--- config.mk ---
export PLATFORM = sky130hd
export DESIGN_NAME = tad_detector
export DESIGN_NICKNAME = d
export VERILOG_FILES = /design/src/logic/tad_pkg.sv /design/src/logic/tad_axis_cmp.sv /design/src/logic/tad_debounce.sv /design/src/logic/tad_detector.sv
export SDC_FILE = /design/constraint.sdc
export NUM_CORES = 1
export LEC_CHECK = 0
export BUFFER_PORTS_ARGS = -buffer_cell sky130_fd_sc_hd__buf_2
export CORE_ASPECT_RATIO = 2
export CORE_MARGIN = 5
export CORE_UTILIZATION = 40
export CTS_BUF_LIST = sky130_fd_sc_hd__clkbuf_16
export DETAILED_ROUTE_END_ITERATION = 6
export GPL_TIMING_DRIVEN = 0
export PLACE_DENSITY = 0.63
export SYNTH_ARGS = -nofsm -noshare
export SYNTH_HDL_FRONTEND = slang
export SYNTH_SLANG_ARGS = --single-unit
--- constraint.sdc ---
create_clock -name mclk -period 19 [get_ports mclk]
set_input_delay 0 -clock mclk [delete_from_list [all_inputs] [get_ports mclk]]
set_output_delay 0 -clock mclk [all_outputs]
set_load 0.005 [all_outputs]
--- src/logic/tad_pkg.sv ---
// Constants and register map of the transient acceleration event detector
package tad_pkg;

  // Register offsets
  localparam logic [7:0] TAD_ADDR_CONFIG = 8'h1d;
  localparam logic [7:0] TAD_ADDR_SOURCE = 8'h1e;
  localparam logic [7:0] TAD_ADDR_THRESHOLD = 8'h1f;

  // Reset values
  localparam logic [7:0] TAD_CONFIG_RST = 8'h00;
  localparam logic [7:0] TAD_THRESHOLD_RST = 8'h00;
  localparam logic [7:0] TAD_SOURCE_RST = 8'h00;

  // Configuration fields
  localparam int TAD_CFG_BYPASS_BIT = 0;
  localparam int TAD_CFG_XEN_BIT = 1;
  localparam int TAD_CFG_YEN_BIT = 2;
  localparam int TAD_CFG_ZEN_BIT = 3;
  localparam int TAD_CFG_LATCH_BIT = 4;

  // Source fields: flag and polarity of axis i at 2i+1 and 2i
  localparam int TAD_SRC_ACTIVE_BIT = 6;

  // Threshold fields
  localparam int TAD_THR_MODE_BIT = 7;
  localparam int TAD_THR_CODE_MSB = 6;

  // Per-axis threshold byte fields
  localparam int TAD_PA_HI_BIT = 0;
  localparam int TAD_PA_LO_MSB = 7;
  localparam int TAD_PA_LO_LSB = 2;

  // Full-scale codes
  localparam logic [1:0] TAD_RANGE_2G = 2'h0;
  localparam logic [1:0] TAD_RANGE_4G = 2'h1;

  // Magnitude scaling: mg = counts8g * 125 / 128, code weight 63 mg
  localparam logic [20:0] TAD_MG_NUM = 21'h00007d;
  localparam logic [20:0] TAD_THR_WEIGHT = 21'h001f80;
  localparam logic [13:0] TAD_LN_CLAMP = 14'h1000;

endpackage

--- src/logic/tad_axis_cmp.sv ---
// Per-axis input select, range scaling and threshold compare
`timescale 1ns/1ps
module tad_axis_cmp #(
  parameter int SW = 14
) (
  // Samples
  input wire logic [SW-1:0] raw_sample,
  input wire logic [SW-1:0] filt_sample,
  // Setup
  input wire logic bypass_filter,
  input wire logic axis_enable,
  input wire logic [1:0] full_scale_range,
  input wire logic low_noise,
  input wire logic [6:0] threshold_code,
  // Result
  output logic over_thr,
  output logic below_neg
);

  logic [SW-1:0] sel;
  logic [SW-1:0] mag;
  logic [SW-1:0] mag8;
  logic [SW-1:0] mag_lim;
  logic [20:0] lhs;
  logic [20:0] rhs;

  always_comb begin
    sel = bypass_filter ? raw_sample : filt_sample;
    mag = sel[SW-1] ? (~sel + 1'b1) : sel;
    // Bring every range to 8 g counts so the code weight stays fixed
    case (full_scale_range)
      tad_pkg::TAD_RANGE_2G: mag8 = mag >> 2;
      tad_pkg::TAD_RANGE_4G: mag8 = mag >> 1;
      default: mag8 = mag;
    endcase
    mag_lim = (low_noise && mag8 > tad_pkg::TAD_LN_CLAMP) ?
      tad_pkg::TAD_LN_CLAMP : mag8;
    lhs = 21'(mag_lim) * tad_pkg::TAD_MG_NUM;
    rhs = 21'(threshold_code) * tad_pkg::TAD_THR_WEIGHT;
    over_thr = axis_enable && (lhs > rhs);
    below_neg = sel[SW-1];
  end

endmodule // tad_axis_cmp

--- src/logic/tad_debounce.sv ---
// Debounce counter of the transient function
`timescale 1ns/1ps
module tad_debounce #(
  parameter int CW = 8
) (
  // Clock and reset
  input wire logic mclk,
  input wire logic sys_rst,
  input wire logic clk_en,
  // Step and condition
  input wire logic step,
  input wire logic cond,
  input wire logic clear_mode,
  input wire logic [CW-1:0] limit,
  // Result
  output logic qualified,
  output logic [CW-1:0] level
);

  logic [CW-1:0] cnt_ff;
  logic [CW:0] cnt_inc;

  assign cnt_inc = {1'b0, cnt_ff} + 1'b1;
  assign qualified = step && cond && (cnt_inc >= {1'b0, limit});
  assign level = cnt_ff;

  always_ff @(posedge mclk or posedge sys_rst) begin
    if (sys_rst) begin
      cnt_ff <= '0;
    end else if (clk_en && step) begin
      if (cond) begin
        // Saturate rather than wrap so a long event stays qualified
        if (!cnt_inc[CW]) begin
          cnt_ff <= cnt_inc[CW-1:0];
        end
      end else if (clear_mode) begin
        cnt_ff <= '0;
      end else if (cnt_ff != '0) begin
        cnt_ff <= cnt_ff - 1'b1;
      end
    end
  end

endmodule // tad_debounce

--- src/logic/tad_detector.sv ---
// Transient acceleration event detector with its three registers
`timescale 1ns/1ps
module tad_detector #(
  parameter int SW = 14
) (
  // Clock, reset, enable
  input wire logic mclk,
  input wire logic sys_rst,
  input wire logic clk_en,
  // Register port
  input wire logic [7:0] reg_addr,
  input wire logic reg_wr_en,
  input wire logic [7:0] reg_wdata,
  input wire logic reg_rd_en,
  output logic [7:0] reg_rdata,
  // Samples, one set per output_sample_rate period
  input wire logic sample_valid,
  input wire logic [SW-1:0] raw_x,
  input wire logic [SW-1:0] raw_y,
  input wire logic [SW-1:0] raw_z,
  input wire logic [SW-1:0] filt_x,
  input wire logic [SW-1:0] filt_y,
  input wire logic [SW-1:0] filt_z,
  // Settings held in other registers of the sensor
  input wire logic [1:0] full_scale_range,
  input wire logic low_noise,
  input wire logic hybrid_mode,
  input wire logic [7:0] debounce_count_value,
  input wire logic per_axis_thr_en,
  input wire logic [7:0] y_thr_hi_byte,
  input wire logic [7:0] y_thr_lo_byte,
  input wire logic [7:0] z_thr_hi_byte,
  input wire logic [7:0] z_thr_lo_byte,
  // Event outputs
  output logic event_flag,
  output logic any_axis_active,
  output logic [7:0] debounce_level
);

  // Register state
  logic [7:0] config_ff;
  logic [7:0] threshold_ff;
  logic [2:0] flag_ff;
  logic [2:0] pol_ff;
  logic active_ff;
  logic [7:0] rdata_ff;
  logic event_ff;
  logic phase_ff;
  logic [7:0] level_ff;

  // Next values
  logic [2:0] nxt_flag;
  logic [2:0] nxt_pol;
  logic nxt_active;

  // Decoded controls
  logic latch_en;
  logic bypass;
  logic [2:0] axis_en;
  logic clear_mode;
  logic [6:0] threshold_code;
  logic [6:0] thr_code [3];
  logic src_read;
  logic step;

  // Per-axis compare results, debounce outputs and source update terms
  logic [2:0] over;
  logic [2:0] neg;
  logic [2:0] hit;
  logic cond;
  logic qualified;
  logic [7:0] dbc_level;
  logic [2:0] base_flag;
  logic [2:0] base_pol;
  logic hold;
  logic [7:0] source_val;

  assign latch_en = config_ff[tad_pkg::TAD_CFG_LATCH_BIT];
  assign bypass = config_ff[tad_pkg::TAD_CFG_BYPASS_BIT];
  assign axis_en = {config_ff[tad_pkg::TAD_CFG_ZEN_BIT],
                    config_ff[tad_pkg::TAD_CFG_YEN_BIT],
                    config_ff[tad_pkg::TAD_CFG_XEN_BIT]};
  assign clear_mode = threshold_ff[tad_pkg::TAD_THR_MODE_BIT];
  assign threshold_code = threshold_ff[tad_pkg::TAD_THR_CODE_MSB:0];
  assign src_read = reg_rd_en && (reg_addr == tad_pkg::TAD_ADDR_SOURCE);

  // Threshold per axis: shared code, or for Y and Z split fields from other registers
  always_comb begin
    thr_code[0] = threshold_code;
    if (per_axis_thr_en) begin
      thr_code[1] = {y_thr_hi_byte[tad_pkg::TAD_PA_HI_BIT],
        y_thr_lo_byte[tad_pkg::TAD_PA_LO_MSB:tad_pkg::TAD_PA_LO_LSB]};
      thr_code[2] = {z_thr_hi_byte[tad_pkg::TAD_PA_HI_BIT],
        z_thr_lo_byte[tad_pkg::TAD_PA_LO_MSB:tad_pkg::TAD_PA_LO_LSB]};
    end else begin
      thr_code[1] = threshold_code;
      thr_code[2] = threshold_code;
    end
  end
  // fields joined above when per-axis select is set

  // Hybrid mode takes every second sample so each step lasts twice as long
  assign step = sample_valid && (!hybrid_mode || phase_ff);

  always_ff @(posedge mclk or posedge sys_rst) begin
    if (sys_rst) begin
      phase_ff <= 1'b0;
    end else if (clk_en) begin
      if (!hybrid_mode) begin
        phase_ff <= 1'b0;
      end else if (sample_valid) begin
        phase_ff <= ~phase_ff;
      end
    end
  end

  tad_axis_cmp #(
    .SW(SW)
  ) u_cmp_x (
    .raw_sample(raw_x),
    .filt_sample(filt_x),
    .bypass_filter(bypass),
    .axis_enable(axis_en[0]),
    .full_scale_range(full_scale_range),
    .low_noise(low_noise),
    .threshold_code(thr_code[0]),
    .over_thr(over[0]),
    .below_neg(neg[0])
  );

  tad_axis_cmp #(
    .SW(SW)
  ) u_cmp_y (
    .raw_sample(raw_y),
    .filt_sample(filt_y),
    .bypass_filter(bypass),
    .axis_enable(axis_en[1]),
    .full_scale_range(full_scale_range),
    .low_noise(low_noise),
    .threshold_code(thr_code[1]),
    .over_thr(over[1]),
    .below_neg(neg[1])
  );

  tad_axis_cmp #(
    .SW(SW)
  ) u_cmp_z (
    .raw_sample(raw_z),
    .filt_sample(filt_z),
    .bypass_filter(bypass),
    .axis_enable(axis_en[2]),
    .full_scale_range(full_scale_range),
    .low_noise(low_noise),
    .threshold_code(thr_code[2]),
    .over_thr(over[2]),
    .below_neg(neg[2])
  );

  assign hit = over & axis_en;
  assign cond = |hit;

  tad_debounce #(
    .CW(8)
  ) u_debounce (
    .mclk(mclk),
    .sys_rst(sys_rst),
    .clk_en(clk_en),
    .step(step),
    .cond(cond),
    .clear_mode(clear_mode),
    .limit(debounce_count_value),
    .qualified(qualified),
    .level(dbc_level)
  );

  // Flag and polarity update; a new event wins over a same-cycle read
  always_comb begin
    base_flag = src_read ? 3'h0 : flag_ff;
    base_pol = src_read ? 3'h0 : pol_ff;
    hold = latch_en && active_ff && !src_read;
    nxt_flag = base_flag;
    nxt_pol = base_pol;
    if (clk_en && qualified && !hold) begin
      nxt_flag = base_flag | hit;
      for (int i = 0; i < 3; i++) begin
        if (hit[i]) begin
          nxt_pol[i] = neg[i];
        end
      end
    end
    nxt_active = |nxt_flag;
  end

  always_ff @(posedge mclk or posedge sys_rst) begin
    if (sys_rst) begin
      flag_ff <= 3'h0;
      pol_ff <= 3'h0;
      active_ff <= 1'b0;
    end else if (clk_en) begin
      flag_ff <= nxt_flag;
      pol_ff <= nxt_pol;
      active_ff <= nxt_active;
    end
  end

  // Event output: latched copy, or the live result of the last step
  always_ff @(posedge mclk or posedge sys_rst) begin
    if (sys_rst) begin
      event_ff <= 1'b0;
    end else if (clk_en) begin
      if (latch_en) begin
        event_ff <= nxt_active;
      end else if (step) begin
        event_ff <= qualified;
      end
    end
  end

  always_ff @(posedge mclk or posedge sys_rst) begin
    if (sys_rst) begin
      level_ff <= 8'h00;
    end else if (clk_en) begin
      level_ff <= dbc_level;
    end
  end

  // Configuration and threshold writes
  always_ff @(posedge mclk or posedge sys_rst) begin
    if (sys_rst) begin
      config_ff <= tad_pkg::TAD_CONFIG_RST;
      threshold_ff <= tad_pkg::TAD_THRESHOLD_RST;
    end else if (clk_en && reg_wr_en) begin
      if (reg_addr == tad_pkg::TAD_ADDR_CONFIG) begin
        config_ff <= reg_wdata;
      end
      if (reg_addr == tad_pkg::TAD_ADDR_THRESHOLD) begin
        threshold_ff <= reg_wdata;
      end
    end
  end

  assign source_val = {1'b0, active_ff, flag_ff[2], pol_ff[2],
                       flag_ff[1], pol_ff[1], flag_ff[0], pol_ff[0]};

  // Read data captured on the read strobe; unmapped offsets read zero
  always_ff @(posedge mclk or posedge sys_rst) begin
    if (sys_rst) begin
      rdata_ff <= 8'h00;
    end else if (clk_en && reg_rd_en) begin
      case (reg_addr)
        tad_pkg::TAD_ADDR_CONFIG: rdata_ff <= config_ff;
        tad_pkg::TAD_ADDR_SOURCE: rdata_ff <= source_val;
        tad_pkg::TAD_ADDR_THRESHOLD: rdata_ff <= threshold_ff;
        default: rdata_ff <= 8'h00;
      endcase
    end
  end

  assign reg_rdata = rdata_ff;
  assign event_flag = event_ff;
  assign any_axis_active = active_ff;
  assign debounce_level = level_ff;

endmodule // tad_detector

==> reports/results.tsv <==
metric	value	unit
hold_ws	0.0479	ns
Clk pin slew, worst setup/hold paths	0.07	ns
CP peak stage delay	0.63	ns
post-cts resize count	0	
WP data required	19.21	ns
Mean Syn Cell Area	8.79	sq um
Worst-Skew Late Latency	0.30	ns
Worst slew margin	19.1	%
DIE AREA	46200	sq um
Synth Instances	1901	
CP startpoint	config_ff[0]	
CTS Buf Count	5	
DR DRC count	0	
area delta synth->final	10.0	%
Syn Nets	2501	
routed length per instance	18.6	um
maximum clock rate	0.0838	GHz
reg2reg path depth	45	
Worst Path Arrival	12.14	ns
DP HPWL	43600	um
diodes inserted	0	
Cells after DPL	2589	
worst-path maximum fanout	10	
reg2reg start	config_ff[0]	
drt pass-1 iters	7	
share of layout cells above drive strength 1	13.3	%
Slowest-stage cell, CP	o41ai_1	
vias in the first global route	15796	
Most common cell on crit path	fa_1	
minimum clock period	11.93	ns
Sink Count	49	
DR iter-0 viols	532	
# port buffers	147	
Via density	5.45	
Final Skew	0.00596	ns
die width	155	um
total gr overflow	0	
FF-to-FF setup slack	7.07	ns
crit path launch type	register	
io pins	169	
Yosys reg bits	49	
Die Y	299	um
top_reg_cell synth	dfrtp_1	
H-Tree Level Count	2	
RSZ-0062 raised after global routing	no	
largest net degree at the start of global routing	34	
Overall Global Routing Usage	21.0	%
max-slew violations	0	
core area	41600	sq um
clock tree buffer depth	2	
fin cells	2607	
status	finished, final reports clean	
Final Hold Fails	0	
Slew @ Worst Pin	1.20	ns
R2R Path End	u_debounce.level[4]	
initial antenna violation count	1	
post-synth cell types	88	
Post-DP Area	18100	sq um
Setup crit end	u_debounce.level[4]	
Post-synth ARST share	100	%
post-route cell area	18400	sq um
synthesized area	16700	sq um
endpoints failing setup	0	
via count	14209	
setup TNS	0	ns
Worst setup EP type	register	
max_cap viols	0	
first-pass GRT wire length	78500	um
Starting Density	40.1	%
period utilisation layout	62.8	%
CTS tree	done	
Cell Rows	106	
Routed Wire Length	48600	um
kind of critical path	register to register	
nets	2666	
register area share after synthesis	7.34	%
min-delay worst type	input port to register	
GP Congestion	0.967	
Post-synth EDFFs	0	
final antenna-violating net count	0	
Root Buffer	clkbuf_16	
Yosys Warn Count	0	
## flip-flops by register name, indices dropped and copies added, names as in the netlist
register and cells:
pol_ff 3, threshold_ff 8, any_axis_active 1, u_debounce.level 8
event_flag 1, phase_ff 1, config_ff 8, flag_ff 3
reg_rdata 8, debounce_level 8
## placed cells by master (no fill, tap or decap), drive strengths merged, types with 16 or more instances in the layout
cell,instances
nand2,139
xor2,36
nor2b,19
xnor2,76
mux2,32
a21o,33
nor3,42
o21ai,110
nand3,30
nor2,88
o211a,23
ha,263
dfrtp,49
or2,16
mux2i,45
clkbuf,28
o211ai,27
buf,176
nand2b,38
nor3b,16
fa,186
o21a,16
a21oi,86
inv,319
## worst min-delay path by stage
stage | startpoint | endpoint | slack (ns) | cells after the start
2_1_floorplan | reg_wdata[1] | config_ff[1] | 0.12 | 2
3_3_place_gp | reg_wdata[1] | config_ff[1] | 0.22 | 3
3_5_place_dp | sys_rst | debounce_level[5] | 0.02 | 2
4_1_cts | sample_valid | phase_ff | 0.04 | 4
5_1_grt | reg_addr[6] | reg_rdata[7] | 0.13 | 4
6_report | sample_valid | phase_ff | 0.05 | 4
## per-layer routing
layer  GRT usage, %  vias to the layer above  share of wire (%)
met1           19.7                     6953                 33
met5              0                        -              0.014
li1               -                     6770                  -
met4           10.3                        2                5.6
met2           43.8                      355                 58
met3           1.59                      129                2.9
## cells in the mapped netlist (19+ instances only)
| master | number | area share (%) |
|---|---|---|
| mux2i_1 | 43 | 2.6 |
| o211a_1 | 23 | 1.4 |
| o211ai_1 | 26 | 1.2 |
| inv_1 | 318 | 7.1 |
| clkbuf_1 | 23 | 0.52 |
| ha_1 | 263 | 20 |
| xor2_1 | 34 | 1.8 |
| fa_1 | 186 | 22 |
| nand2b_1 | 38 | 1.4 |
| mux2_2 | 29 | 2.0 |
| nor2_1 | 88 | 2.0 |
| xnor2_1 | 74 | 3.9 |
| nor2b_1 | 19 | 0.71 |
| nor3_1 | 37 | 1.1 |
| nand2_1 | 139 | 3.1 |
| o21ai_0 | 95 | 2.8 |
| nand3_1 | 30 | 0.90 |
| a21oi_1 | 81 | 2.4 |
| dfrtp_1 | 49 | 7.3 |
| a21o_1 | 33 | 1.5 |
## final cells by class
class	instances	area, sq um
Sequential cell	49	1230
Clock inverter	3	21.3
Fill cell	4172	23300
Buffer	51	349
Timing Repair Buffer	158	856
Tap cell	540	676
Clock buffer	5	125
Multi-Input combinational cell	1481	13900
Inverter	320	1200
## metrics by stage
stage | setup slack (ns) | util (%)
final | 7.07 | 44.2
after global routing | 6.54 | 44.2
after CTS | 7.14 | 44.2
after detailed placement | 7.23 | 43.6
after global placement | 7.25 | 43.5
after floorplan | 9.55 | -
## worst max-delay path: cells and delay by family (launching register included)
| family | cells | cell delay (ns) |
|---|---|---|
| AOI/OAI and AO/OA | 17 | 4.44 |
| xor gates and xnor gates | 2 | 0.37 |
| adders and majority gates | 7 | 2.92 |
| buffers and inverters | 10 | 1.64 |
| DFF | 1 | 0.49 |
| muxes | 2 | 0.70 |
| and+or+nand+nor | 7 | 1.23 |
## what timing repair did
action,CTS,global route
buffers inserted,0,0
hold buffers,10,0
hold endpoints to repair,33,0
## cells by family (layout without fill, tap and decap cells)
| kind of cell | after synthesis | count (layout) | synth area share [%] |
|---|---|---|---|
| muxes | 77 | 77 | 5.07 |
| xor gates and xnor gates | 112 | 112 | 6.05 |
| AOI/OAI and AO/OA | 401 | 401 | 17.0 |
| and+or+nand+nor | 442 | 442 | 13.3 |
| buffers and inverters | 371 | 537 | 9.28 |
| adders and majority gates | 449 | 449 | 42.0 |
| DFF | 49 | 49 | 7.34 |
Power is not shown: default switching activity piles up to over one toggle a cycle in this logic, so the estimate is an artifact.
